===== src/design/vemc_regs.svh =====
/*
 * register map, field positions, reset values and fixed levels of the
 * video encoder mode control bank.
 * assumes a 32-bit apb slave: register index times four is the byte address.
 */
`ifndef VEMC_REGS_SVH
`define VEMC_REGS_SVH

// ---------------------------------------------------------------
// register indices and byte addresses
// ---------------------------------------------------------------
`define VEMC_IDX_FDC        8'h01
`define VEMC_IDX_PGL        8'h02
`define VEMC_IDX_ORT        8'h03
`define VEMC_IDX_CFG        8'h04
`define VEMC_IDX_STS        8'h05
`define VEMC_ADDR_FDC       8'h04
`define VEMC_ADDR_PGL       8'h08
`define VEMC_ADDR_ORT       8'h0c
`define VEMC_ADDR_CFG       8'h10
`define VEMC_ADDR_STS       8'h14

// ---------------------------------------------------------------
// field_dac_colorbar_control bits
// ---------------------------------------------------------------
`define VEMC_FDC_INTERLACE  0
`define VEMC_FDC_CAP_LO     1
`define VEMC_FDC_CAP_HI     2
`define VEMC_FDC_DAC_C      3
`define VEMC_FDC_DAC_D      4
`define VEMC_FDC_DAC_B      5
`define VEMC_FDC_DAC_A      6
`define VEMC_FDC_BARS       7

// ---------------------------------------------------------------
// pixel_genlock_line_control bits
// ---------------------------------------------------------------
`define VEMC_PGL_SQPIX      0
`define VEMC_PGL_PIN_IN     1
`define VEMC_PGL_PIN_FUNC   2
`define VEMC_PGL_LINE_LEN   3
`define VEMC_PGL_CHROMA     4
`define VEMC_PGL_BURST      5
`define VEMC_PGL_LOWPWR     6
`define VEMC_PGL_RSVD       7

// ---------------------------------------------------------------
// own configuration bits and output_routing bits
// ---------------------------------------------------------------
`define VEMC_CFG_COMPOSITE  0
`define VEMC_CFG_SLAVE      1
`define VEMC_CFG_PAL        2
`define VEMC_ORT_RW_LO      2

// ---------------------------------------------------------------
// reset values
// ---------------------------------------------------------------
`define VEMC_RST_FDC        8'h00
`define VEMC_RST_PGL        8'h00
`define VEMC_RST_ORT        6'h00
`define VEMC_RST_CFG        3'h1

// ---------------------------------------------------------------
// fixed levels: line lengths, bar levels (0.1 %), clocks (kHz)
// ---------------------------------------------------------------
`define VEMC_LINE_FULL      10'd720
`define VEMC_LINE_NTSC_AN   10'd710
`define VEMC_LINE_PAL_AN    10'd702
`define VEMC_BAR_NTSC_HI    10'd750
`define VEMC_BAR_NTSC_LO    10'd75
`define VEMC_BAR_PAL_HI     10'd1000
`define VEMC_BAR_PAL_LO     10'd0
`define VEMC_CLK_SQ_NTSC    15'd24540
`define VEMC_CLK_SQ_PAL     15'd29500
`define VEMC_CUR_FULL       7'd100
`define VEMC_CUR_LOW        7'd55

`endif


===== src/design/vemc_pkg.sv =====
/*
 * types shared by the mode control bank and its pin synchroniser.
 * assumes the constants of vemc_regs.svh for all figures.
 */
package vemc_pkg;

    // ---------------------------------------------------------------
    // enumerations
    // ---------------------------------------------------------------
    typedef enum logic [1:0] {
        VEMC_CAP_NONE = 2'b00,
        VEMC_CAP_ODD  = 2'b01,
        VEMC_CAP_EVEN = 2'b10,
        VEMC_CAP_BOTH = 2'b11
    } vemc_cap_t;

    typedef enum logic {
        VEMC_BUS_IDLE   = 1'b0,
        VEMC_BUS_ANSWER = 1'b1
    } vemc_bus_t;

    // ---------------------------------------------------------------
    // state records
    // ---------------------------------------------------------------
    typedef struct packed {
        logic s1;    // first stage, read only by s2
        logic s2;    // settled pin level
        logic s3;    // previous settled level
    } vemc_sync_t;

    typedef struct packed {
        vemc_bus_t   bus;
        logic [7:0]  fdc;
        logic [7:0]  pgl;
        logic [5:0]  ort;
        logic [2:0]  cfg;
        logic        pready;
        logic        pslverr;
        logic [31:0] prdata;
        logic        interlace;
        logic        cap_odd;
        logic        cap_even;
        logic [3:0]  dac_on;
        logic        bars;
        logic [9:0]  bar_hi;
        logic [9:0]  bar_lo;
        logic        master;
        logic        sqpix;
        logic [14:0] clk_khz;
        logic        pin_oe;
        logic        sc_reset;
        logic        rtc_active;
        logic        rtc_level;
        logic [9:0]  line_px;
        logic        chroma;
        logic        burst;
        logic        low_power;
        logic [6:0]  cur_pct;
    } vemc_state_t;

endpackage


===== src/design/vemc_pin_sync.sv =====
/*
 * two-stage synchroniser with falling-edge detect for the genlock pin.
 * assumes the pin is asynchronous to pclk; outputs are on pclk.
 */
`timescale 1ns/1ps
module vemc_pin_sync (
    input  wire logic pclk,
    input  wire logic presetn,
    input  wire logic pin_async,
    output logic      pin_level,
    output logic      pin_fall
);
    import vemc_pkg::*;

    vemc_sync_t st_q;   // all stages
    vemc_sync_t st_d;   // next stages

    // ---------------------------------------------------------------
    // next stage values
    // ---------------------------------------------------------------
    always_comb begin
        st_d    = st_q;
        st_d.s1 = pin_async;
        st_d.s2 = st_q.s1;
        st_d.s3 = st_q.s2;
    end

    // ---------------------------------------------------------------
    // stage registers; idle-high pin assumed at reset
    // ---------------------------------------------------------------
    always_ff @(posedge pclk or negedge presetn) begin
        if (!presetn) begin
            st_q <= 3'b111;
        end else begin
            st_q <= st_d;
        end
    end

    // edge seen only between settled stages, never on s1
    assign pin_level = st_q.s2;
    assign pin_fall  = st_q.s3 & ~st_q.s2;

endmodule


===== src/design/vemc_top.sv =====
/*
 * apb register bank for the encoder mode controls, with the derived
 * controls handed to the video pipeline and the genlock pin handling.
 * assumes one 20 MHz pclk domain and an apb master obeying the protocol.
 */
// Implementation choice: register access over APB.
`timescale 1ns/1ps
`include "vemc_regs.svh"

// Behaviour
// - bit selects interlaced or progressive output
// - interlace matters only in composite mode
// - two-bit field picks caption fields
// - one power-down bit per dac
// - 0 keeps dac on; order C,D,B,A
// - colour bars with standard-dependent levels
// - colour bars force master timing
// - square pixel only in slave timing
// - genlock bit one makes pin input
// - pin falling edge resets subcarrier phase
// - pin as real-time lock input
// - active line 720, or 710/702
// - chroma gate bit
// - burst gate bit
// - low power cuts dac current 45%
module vemc_top #(
    parameter logic [1:0] REVISION = 2'h0  // arbitrary revision code
) (
    input  wire logic        pclk,
    input  wire logic        presetn,
    input  wire logic        psel,
    input  wire logic        penable,
    input  wire logic        pwrite,
    input  wire logic [7:0]  paddr,
    input  wire logic [31:0] pwdata,
    output logic [31:0]      prdata,
    output logic             pready,
    output logic             pslverr,
    input  wire logic        subcarrier_lock_pin_i,
    output logic             subcarrier_lock_pin_o,
    output logic             subcarrier_lock_pin_oe,
    output logic             interlace_select,
    output logic             caption_odd_enable,
    output logic             caption_even_enable,
    output logic [3:0]       dac_power_on,
    output logic             test_bars_enable,
    output logic [9:0]       bars_high_level,
    output logic [9:0]       bars_low_level,
    output logic             timing_master,
    output logic             square_pixel_enable,
    output logic [14:0]      pixel_clock_khz,
    output logic             subcarrier_phase_reset,
    output logic             rtc_lock_active,
    output logic             rtc_lock_level,
    output logic [9:0]       active_line_pixels,
    output logic             chroma_gate,
    output logic             burst_gate,
    output logic             dac_low_power_enable,
    output logic [6:0]       dac_current_pct,
    output logic [5:0]       output_routing_bits
);
    import vemc_pkg::*;

    // ---------------------------------------------------------------
    // state and pin synchroniser
    // ---------------------------------------------------------------
    vemc_state_t st_q;        // whole block state
    vemc_state_t st_d;        // next state
    logic        pin_level;   // settled pin level
    logic        pin_fall;    // settled high-to-low step
    logic        wr_commit;   // write takes effect this edge
    logic        pal;         // standard select from config
    logic        pin_in;      // pin configured as input

    vemc_pin_sync u_pin_sync (
        .pclk      (pclk),
        .presetn   (presetn),
        .pin_async (subcarrier_lock_pin_i),
        .pin_level (pin_level),
        .pin_fall  (pin_fall)
    );

    assign wr_commit = psel & penable & pwrite & st_q.pready;

    // ---------------------------------------------------------------
    // next-state logic
    // ---------------------------------------------------------------
    always_comb begin
        st_d          = st_q;
        st_d.pready   = 1'b0;
        st_d.sc_reset = 1'b0;
        unique case (st_q.bus)
            // access seen: answer after one wait cycle
            VEMC_BUS_IDLE: begin
                if (psel & penable) begin
                    st_d.bus     = VEMC_BUS_ANSWER;
                    st_d.pready  = 1'b1;
                    st_d.pslverr = 1'b0;
                    st_d.prdata  = 32'h0000_0000;
                    unique case (paddr)
                        `VEMC_ADDR_FDC: st_d.prdata[7:0] = st_q.fdc;
                        // reserved top bit reads back as written
                        `VEMC_ADDR_PGL: st_d.prdata[7:0] = st_q.pgl;
                        `VEMC_ADDR_ORT: begin
                            st_d.prdata[7:0] = {st_q.ort, REVISION};
                        end
                        `VEMC_ADDR_CFG: st_d.prdata[2:0] = st_q.cfg;
                        `VEMC_ADDR_STS: begin
                            st_d.prdata[7:0] = {st_q.dac_on, st_q.rtc_active,
                                st_q.sqpix, st_q.interlace, st_q.master};
                        end
                        // unmapped: error answer, reads zero
                        default: st_d.pslverr = 1'b1;
                    endcase
                end
            end
            // answer edge: write lands here and nowhere else
            VEMC_BUS_ANSWER: begin
                st_d.bus = VEMC_BUS_IDLE;
                if (wr_commit) begin
                    unique case (paddr)
                        `VEMC_ADDR_FDC: st_d.fdc = pwdata[7:0];
                        `VEMC_ADDR_PGL: st_d.pgl = pwdata[7:0];
                        `VEMC_ADDR_ORT: st_d.ort = pwdata[7:2];
                        `VEMC_ADDR_CFG: st_d.cfg = pwdata[2:0];
                        // status is read only; unmapped ignored
                        default: st_d.pslverr = st_q.pslverr;
                    endcase
                end
            end
        endcase

        // derived controls follow the new register values at once
        pal    = st_d.cfg[`VEMC_CFG_PAL];
        pin_in = st_d.pgl[`VEMC_PGL_PIN_IN];
        // composite mode gates interlace
        st_d.interlace = st_d.fdc[`VEMC_FDC_INTERLACE]
                       & st_d.cfg[`VEMC_CFG_COMPOSITE];
        // caption field decode
        st_d.cap_odd  = st_d.fdc[`VEMC_FDC_CAP_LO];
        st_d.cap_even = st_d.fdc[`VEMC_FDC_CAP_HI];
        // per-dac enables, A,B,C,D from msb; 1 in a bit powers it off
        st_d.dac_on = ~{st_d.fdc[`VEMC_FDC_DAC_A], st_d.fdc[`VEMC_FDC_DAC_B],
                        st_d.fdc[`VEMC_FDC_DAC_C],
                        st_d.fdc[`VEMC_FDC_DAC_D]};
        // bar levels by standard
        st_d.bars   = st_d.fdc[`VEMC_FDC_BARS];
        st_d.bar_hi = pal ? `VEMC_BAR_PAL_HI : `VEMC_BAR_NTSC_HI;
        st_d.bar_lo = pal ? `VEMC_BAR_PAL_LO : `VEMC_BAR_NTSC_LO;
        // bars override any slave setting
        st_d.master = st_d.bars | ~st_d.cfg[`VEMC_CFG_SLAVE];
        // square pixel needs slave timing; host supplies the clock
        st_d.sqpix   = st_d.pgl[`VEMC_PGL_SQPIX] & ~st_d.master;
        st_d.clk_khz = pal ? `VEMC_CLK_SQ_PAL : `VEMC_CLK_SQ_NTSC;
        // pin driven low only when not configured as input
        st_d.pin_oe = ~pin_in;
        // subcarrier reset on each settled falling edge while the pin is an input and the function bit is clear
        if (pin_in & ~st_d.pgl[`VEMC_PGL_PIN_FUNC] & pin_fall) begin
            st_d.sc_reset = 1'b1;
        end
        // real-time lock input passes the settled level on
        st_d.rtc_active = pin_in & st_d.pgl[`VEMC_PGL_PIN_FUNC];
        st_d.rtc_level  = st_d.rtc_active & pin_level;
        // active line length
        if (!st_d.pgl[`VEMC_PGL_LINE_LEN]) begin
            st_d.line_px = `VEMC_LINE_FULL;
        end else begin
            st_d.line_px = pal ? `VEMC_LINE_PAL_AN : `VEMC_LINE_NTSC_AN;
        end
        st_d.chroma    = st_d.pgl[`VEMC_PGL_CHROMA];
        st_d.burst     = st_d.pgl[`VEMC_PGL_BURST];
        // low power trims dac current to 55 %
        st_d.low_power = st_d.pgl[`VEMC_PGL_LOWPWR];
        st_d.cur_pct   = st_d.low_power ? `VEMC_CUR_LOW : `VEMC_CUR_FULL;
    end

    // ---------------------------------------------------------------
    // state register; derived fields match the reset register values
    // ---------------------------------------------------------------
    always_ff @(posedge pclk or negedge presetn) begin
        if (!presetn) begin
            st_q            <= '0;
            st_q.bus        <= VEMC_BUS_IDLE;
            st_q.fdc        <= `VEMC_RST_FDC;
            st_q.pgl        <= `VEMC_RST_PGL;
            st_q.ort        <= `VEMC_RST_ORT;
            st_q.cfg        <= `VEMC_RST_CFG;
            st_q.dac_on     <= 4'hf;
            st_q.bar_hi     <= `VEMC_BAR_NTSC_HI;
            st_q.bar_lo     <= `VEMC_BAR_NTSC_LO;
            st_q.master     <= 1'b1;
            st_q.clk_khz    <= `VEMC_CLK_SQ_NTSC;
            st_q.pin_oe     <= 1'b1;
            st_q.line_px    <= `VEMC_LINE_FULL;
            st_q.cur_pct    <= `VEMC_CUR_FULL;
        end else begin
            st_q <= st_d;
        end
    end

    // ---------------------------------------------------------------
    // outputs, all straight from the state register except the tied-low subcarrier_lock_pin_o
    // ---------------------------------------------------------------
    assign prdata                 = st_q.prdata;
    assign pready                 = st_q.pready;
    assign pslverr                = st_q.pslverr;
    assign subcarrier_lock_pin_o  = 1'b0;
    assign subcarrier_lock_pin_oe = st_q.pin_oe;
    assign interlace_select       = st_q.interlace;
    assign caption_odd_enable     = st_q.cap_odd;
    assign caption_even_enable    = st_q.cap_even;
    assign dac_power_on           = st_q.dac_on;
    assign test_bars_enable       = st_q.bars;
    assign bars_high_level        = st_q.bar_hi;
    assign bars_low_level         = st_q.bar_lo;
    assign timing_master          = st_q.master;
    assign square_pixel_enable    = st_q.sqpix;
    assign pixel_clock_khz        = st_q.clk_khz;
    assign subcarrier_phase_reset = st_q.sc_reset;
    assign rtc_lock_active        = st_q.rtc_active;
    assign rtc_lock_level         = st_q.rtc_level;
    assign active_line_pixels     = st_q.line_px;
    assign chroma_gate            = st_q.chroma;
    assign burst_gate             = st_q.burst;
    assign dac_low_power_enable   = st_q.low_power;
    assign dac_current_pct        = st_q.cur_pct;
    assign output_routing_bits    = st_q.ort;
endmodule


===== config.mk =====
export PLATFORM = sky130hd
export DESIGN_NAME = vemc_top
export DESIGN_NICKNAME = d
export VERILOG_FILES = /design/src/design/vemc_pkg.sv /design/src/design/vemc_pin_sync.sv /design/src/design/vemc_top.sv
export VERILOG_INCLUDE_DIRS = /design/src /design/src/design
export SDC_FILE = /design/constraint.sdc
export NUM_CORES = 1
export LEC_CHECK = 0
export ABC_AREA = 1
export BUFFER_PORTS_ARGS = -buffer_cell sky130_fd_sc_hd__buf_2
export CORE_MARGIN = 2
export CORE_UTILIZATION = 40
export CTS_CLUSTER_DIAMETER = 60
export DETAILED_ROUTE_END_ITERATION = 6
export GPL_TIMING_DRIVEN = 0
export PLACE_DENSITY_LB_ADDON = 0.12
export SLEW_MARGIN = 30
export SYNTH_ARGS = -nofsm -noshare
export SYNTH_HDL_FRONTEND = slang
export SYNTH_SLANG_ARGS = --single-unit

===== constraint.sdc =====
create_clock -name pclk -period 1.4 [get_ports pclk]
set_input_delay 0.21 -clock pclk [delete_from_list [all_inputs] [get_ports pclk]]
set_output_delay 0.21 -clock pclk [all_outputs]
set_load 0.02 [all_outputs]

# Word-level counts from Yosys, hierarchy flattened
# Cells that the tools add are included.
[word_totals]
ff_bits = 105
inputBits = 46
out_inout_bits = 110
elab_cells = 81
[classes]
n_eq_ne = 6
n_mux = 21
n_bitwise = 18
n_reduce_logical = 5
[ops]
columns = ["op", "n"]
rows = [
  ["$mux W25", 2],
  ["$mux W34", 1],
  ["$mux W7", 4],
  ["$pmux W5 S4", 1],
  ["$eq A8 B4 Y1 const B", 2],
  ["$eq A8 B5 Y1 const B", 2],
  ["$mux W8", 2],
  ["$pmux W3 S5", 1],
  ["$mux W14", 1],
  ["$and A1 B1 Y1", 10],
  ["$mux W9", 1],
  ["$eq A8 B3 Y1 const B", 1],
  ["$mux W6", 1],
  ["$not A1 Y1", 6],
  ["$reduce_and A3 Y1", 2],
  ["$mux W1", 5],
  ["$reduce_or A5 Y1", 1],
  ["$not A4 Y4", 1],
  ["$reduce_and A2 Y1", 2],
  ["$mux W3", 1],
  ["$ne A2 B2 Y1 const B", 1],
  ["$pmux W1 S2", 1],
  ["$or A1 B1 Y1", 1],
]

# Depth between registers and ports, before layout
[logic_depth]
depth_word = 9
depth_mapped = 10
depth_no_buf = 9

# Hierarchy
# Synthesis repeated with hierarchy kept, for this count alone.
[unflattened]
hier_cells = 385
area_unflattened_um2 = 3184.3
[by_module_without_submodules]
columns = ["module", "n_inst", "cells_each", "area_per_inst_um2", "seq_area_each_um2"]
rows = [
  ["vemc_top", 1, 380, 3095.5, 1290.0],
  ["vemc_pin_sync", 1, 5, 88.8, 78.8],
]

# Least setup slack after synthesis
# Ideal clock, no wire load.
[synth_path]
path_kind = "register to register"
start = "register st_q[128] (netlist name)"
end = "register st_q (netlist bit rtc_lock_active)"
setup_time_ns = 0.114
t_arrival_ns = 1.254
t_required_ns = 1.286
slack_ns = 0.032
path_stages_with_launch = 9
path_buffers = 1
synth_period_minus_slack_ns = 1.368
cell_sequence = "dfrtp_1 > nand4_1 > inv_2 > nand2_2 > buf_6 > nand2_2 > nand2_2 > nand2_2 > inv_1"
[synth_lines]
columns = ["element", "line", "rtl"]
rows = [
  ["start, declared", "vemc_top.sv:67", "vemc_state_t st_q;"],
  ["start signal, assigned", "vemc_top.sv:197", "st_q <= st_d;"],
]

==> results.md <==
- Standby leakage power: 2.42 nW
- Final ANT Viol Nets: 0
- Share of synthesized area occupied by flip-flops and latches: 0.432
- Worst relative slew slack: 0.553
- Final hold viol count: 0
- Die extent in y: 93.0 µm
- Number of global-route vias before repair: 2250
- Combinational power share: 0.152
- Setup repair after global routing missed its margin: yes
- Global placement routability congestion: 0.809
- Antenna Cells: 0
- Reported max-cap violation count: 0
- Fin nets: 574
- Outcome: completed
- Worst slack on hold paths: 84.6 ps
- Fraction of the mapped netlist area in compound gates: 0.0505
- Largest net degree at the start of global routing: 55
- Post-synthesis adder-cell area fraction: 0
- Via count: 2495
- Fraction of post-synthesis cell area in the top cell type by area: 0.316
- Cell-internal power: 2.16 mW
- Clock slew at reported path FFs: 100 ps
- TritonCTS clock tree: built
- Setup WS post-layout: 4.19 ps
- Worst path arrival time: 1190 ps
- Number of sinks on the clock net: 54
- Global-route wire length before repair: 10.8 mm
- Setup-failing EPs final: 0
- Summed instance area of the synthesized netlist: 3170 µm²
- Share of final-layout standard cells stronger than drive strength 1: 0.459
- Number of pins with negative max-slew slack in the final report: 0
- IR Drop Worst-Case VDD: 616 µV
- Part of the cycle the worst path needs: 0.997
- Drc violations: 0
- Floorplan die area: 8660 µm²
- Maximum fanout encountered on the critical timing path: 10
- Switching share of power: 0.274
- Remaining global-route overflow: 0
- Clock Power Share: 0.314
- Number of placed I/O pins: 156
- Multi-input logic area: 1090 µm²
- Start-to-end type of the worst setup path: flip-flop to output pin
- Mapped Cells: 386
- DP Worst Slack: -115 ps
- Worst hold-check path type: input port to flip-flop
- Average footprint of a synthesized cell: 8.22 µm²
- CTS Root Cell: clkbuf_8
- Simple-gate share of the synthesized area: 0.221
- Sequential cell area: 1370 µm²
- Setup TNS: 0 ps
- XOR/XNOR share of the synthesized area: 0
- Most common library cell in the layout ignoring fill and taps: buf_4
- Fmax: 716 MHz
- Overall global routing resource usage: 0.160
- Num rows: 32
- Post-DR vias/cell: 3.95
- Biggest area contributors in the synthesized netlist: dfrtp_1 32%, buf_4 23%, nand2_1 12%
- Later-pin clock latency in the skew report: 310 ps
- # H-tree levels: 2
- Clock buffers created by TritonCTS: 5
- Initial DRC count: 73
- Crit start category: flip-flop
- Multiplexer area fraction after synthesis: 0
- Net switching power figure: 818 µW
- Maximum clock path buffer count: 2
- Minimum clock period: 1400 ps
- Number of antenna violations at the first check in global routing: 0
- Most frequent cells in the layout: 111 x buf_4, 100 x nand2_1, 68 x buf_2, 54 x conb_1, 40 x dfrtp_1
- Critical path required time: 1190 ps
- Fillers: 760
- Wirelength per Cell: 10.9 µm
- Initial core utilization: 0.413
- P&R area growth vs syn: 29.0%
- Library cells used by synthesis: 24
- Final HPWL from detailed placement: 5.30 mm
- Clk_skew: 3.23 ps
- Cell type with the highest aggregate area in the netlist: dfrtp_1
- Main combinational cell family by area after synthesis: buffers and inverters
- Slew of the pin with the lowest slew margin: 670 ps
- TritonRoute pass-1 iters: 4
- Count of buffers from port buffering: 77
- Final routed wirelength across all metal layers: 6.90 mm
- Area of the core: 7690 µm²
- Yosys warning count: 0
- Endpoint kind of the worst setup timing path: output pin
- Total power density per cell area: 728 nW/µm²
- Horizontal die dimension: 93.0 µm
- Register bit count reported by yosys: 54
- Part of the power in registers: 0.534
## metal layers
layer / global-route usage / share of wire
met5: 0 / 0
met1: 0.216 / 0.45
met2: 0.257 / 0.45
met3: 0.0435 / 0.085
met4: 0.0368 / 0.011
## area by class of cell
| cell class | instances | share of cell area |
|---|---|---|
| sequential | 54 | 0.334 |
| tap | 102 | 0.0312 |
| buffer | 102 | 0.189 |
| timing repair buffer | 83 | 0.113 |
| clock inverter | 2 | 0.00397 |
| inverter | 44 | 0.0410 |
| multi-input combinational | 238 | 0.267 |
| clock buffer | 6 | 0.0202 |
## power by group through the flow
| stage | sequential [mW] | combinational (mW) | clock [mW] |
|---|---|---|---|
| after floorplan | 1.62 | 0.328 | 0 |
| after global placement | 1.62 | 0.436 | 0 |
| after detailed placement | 1.62 | 0.439 | 0 |
| after CTS | 1.59 | 0.448 | 0.967 |
| after global routing | 1.60 | 0.495 | 1.03 |
| final | 1.59 | 0.452 | 0.937 |
## sequential cells by signal, indices dropped and copies added, names as in the netlist, 2 cells and up
name,count
active_line_pixels,3
dac_current_pct,2
dac_power_on,4
output_routing_bits,6
pixel_clock_khz,2
prdata,8
st_q,17
## cells by family (layout without fill, tap and decap cells)
| logic type | after synthesis | in the layout |
|---|---|---|
| flops | 54 | 54 |
| other cells | 2 | 54 |
| simple gates | 158 | 158 |
| compound gates | 26 | 26 |
| buf+inv | 146 | 237 |
## final timing paths
kind	start	to	slack (ps)	cells past startpoint
max	pixel_clock_khz[11]	bars_high_level[1]	4	2
min	pwdata[6]	dac_power_on[3]	80	2
max reg2reg	st_q[128]	rtc_lock_active	60	9
min reg2reg	u_pin_sync.st_d[1]	u_pin_sync.pin_level	370	0
max in group asynchronous	presetn	prdata[2]	480	2
min in group asynchronous	presetn	dac_current_pct[4]	470	2
## critical path, stage by stage, from the launching register on
cell     delay (ps)
dfstp_2         620
buf_4           130
buf_4           130
## synth_stat cells
cell type  number
dfstp_2        14
nand3_2         1
nand4_1         1
a21oi_1         4
o21ai_0        14
dfrtp_1        40
clkbuf_1        1
nor3_2          1
buf_4          96
buf_6           3
nor2_4          4
nand2_1       101
o21ai_2         5
nor2_2          7
buf_2           2
conb_1          2
inv_1          36
nand2_2         9
nand3b_1        1
inv_2           8
nor2_1         17
o21ai_1         2
o21ai_4         1
nand3_1        16
## through the flow
stage	area [µm²]	power, mW	util	std cells
after CTS	4060	3.01	0.528	630
after global routing	4090	3.12	0.532	631
after global placement	3880	2.06	0.505	617
after floorplan	3370	1.95	-	438
final	4090	2.98	0.532	631
after detailed placement	3880	2.06	0.505	617
## repair_timing
action,in CTS,in global routing
hold endpoints to repair,41,0
gates resized for setup,14,6
cloned,0,0
pin swaps,1,1
setup buffers,3,1
endpoints found under the setup margin,31,34
hold buffers,2,0
(Power assumes the default switching activity.)
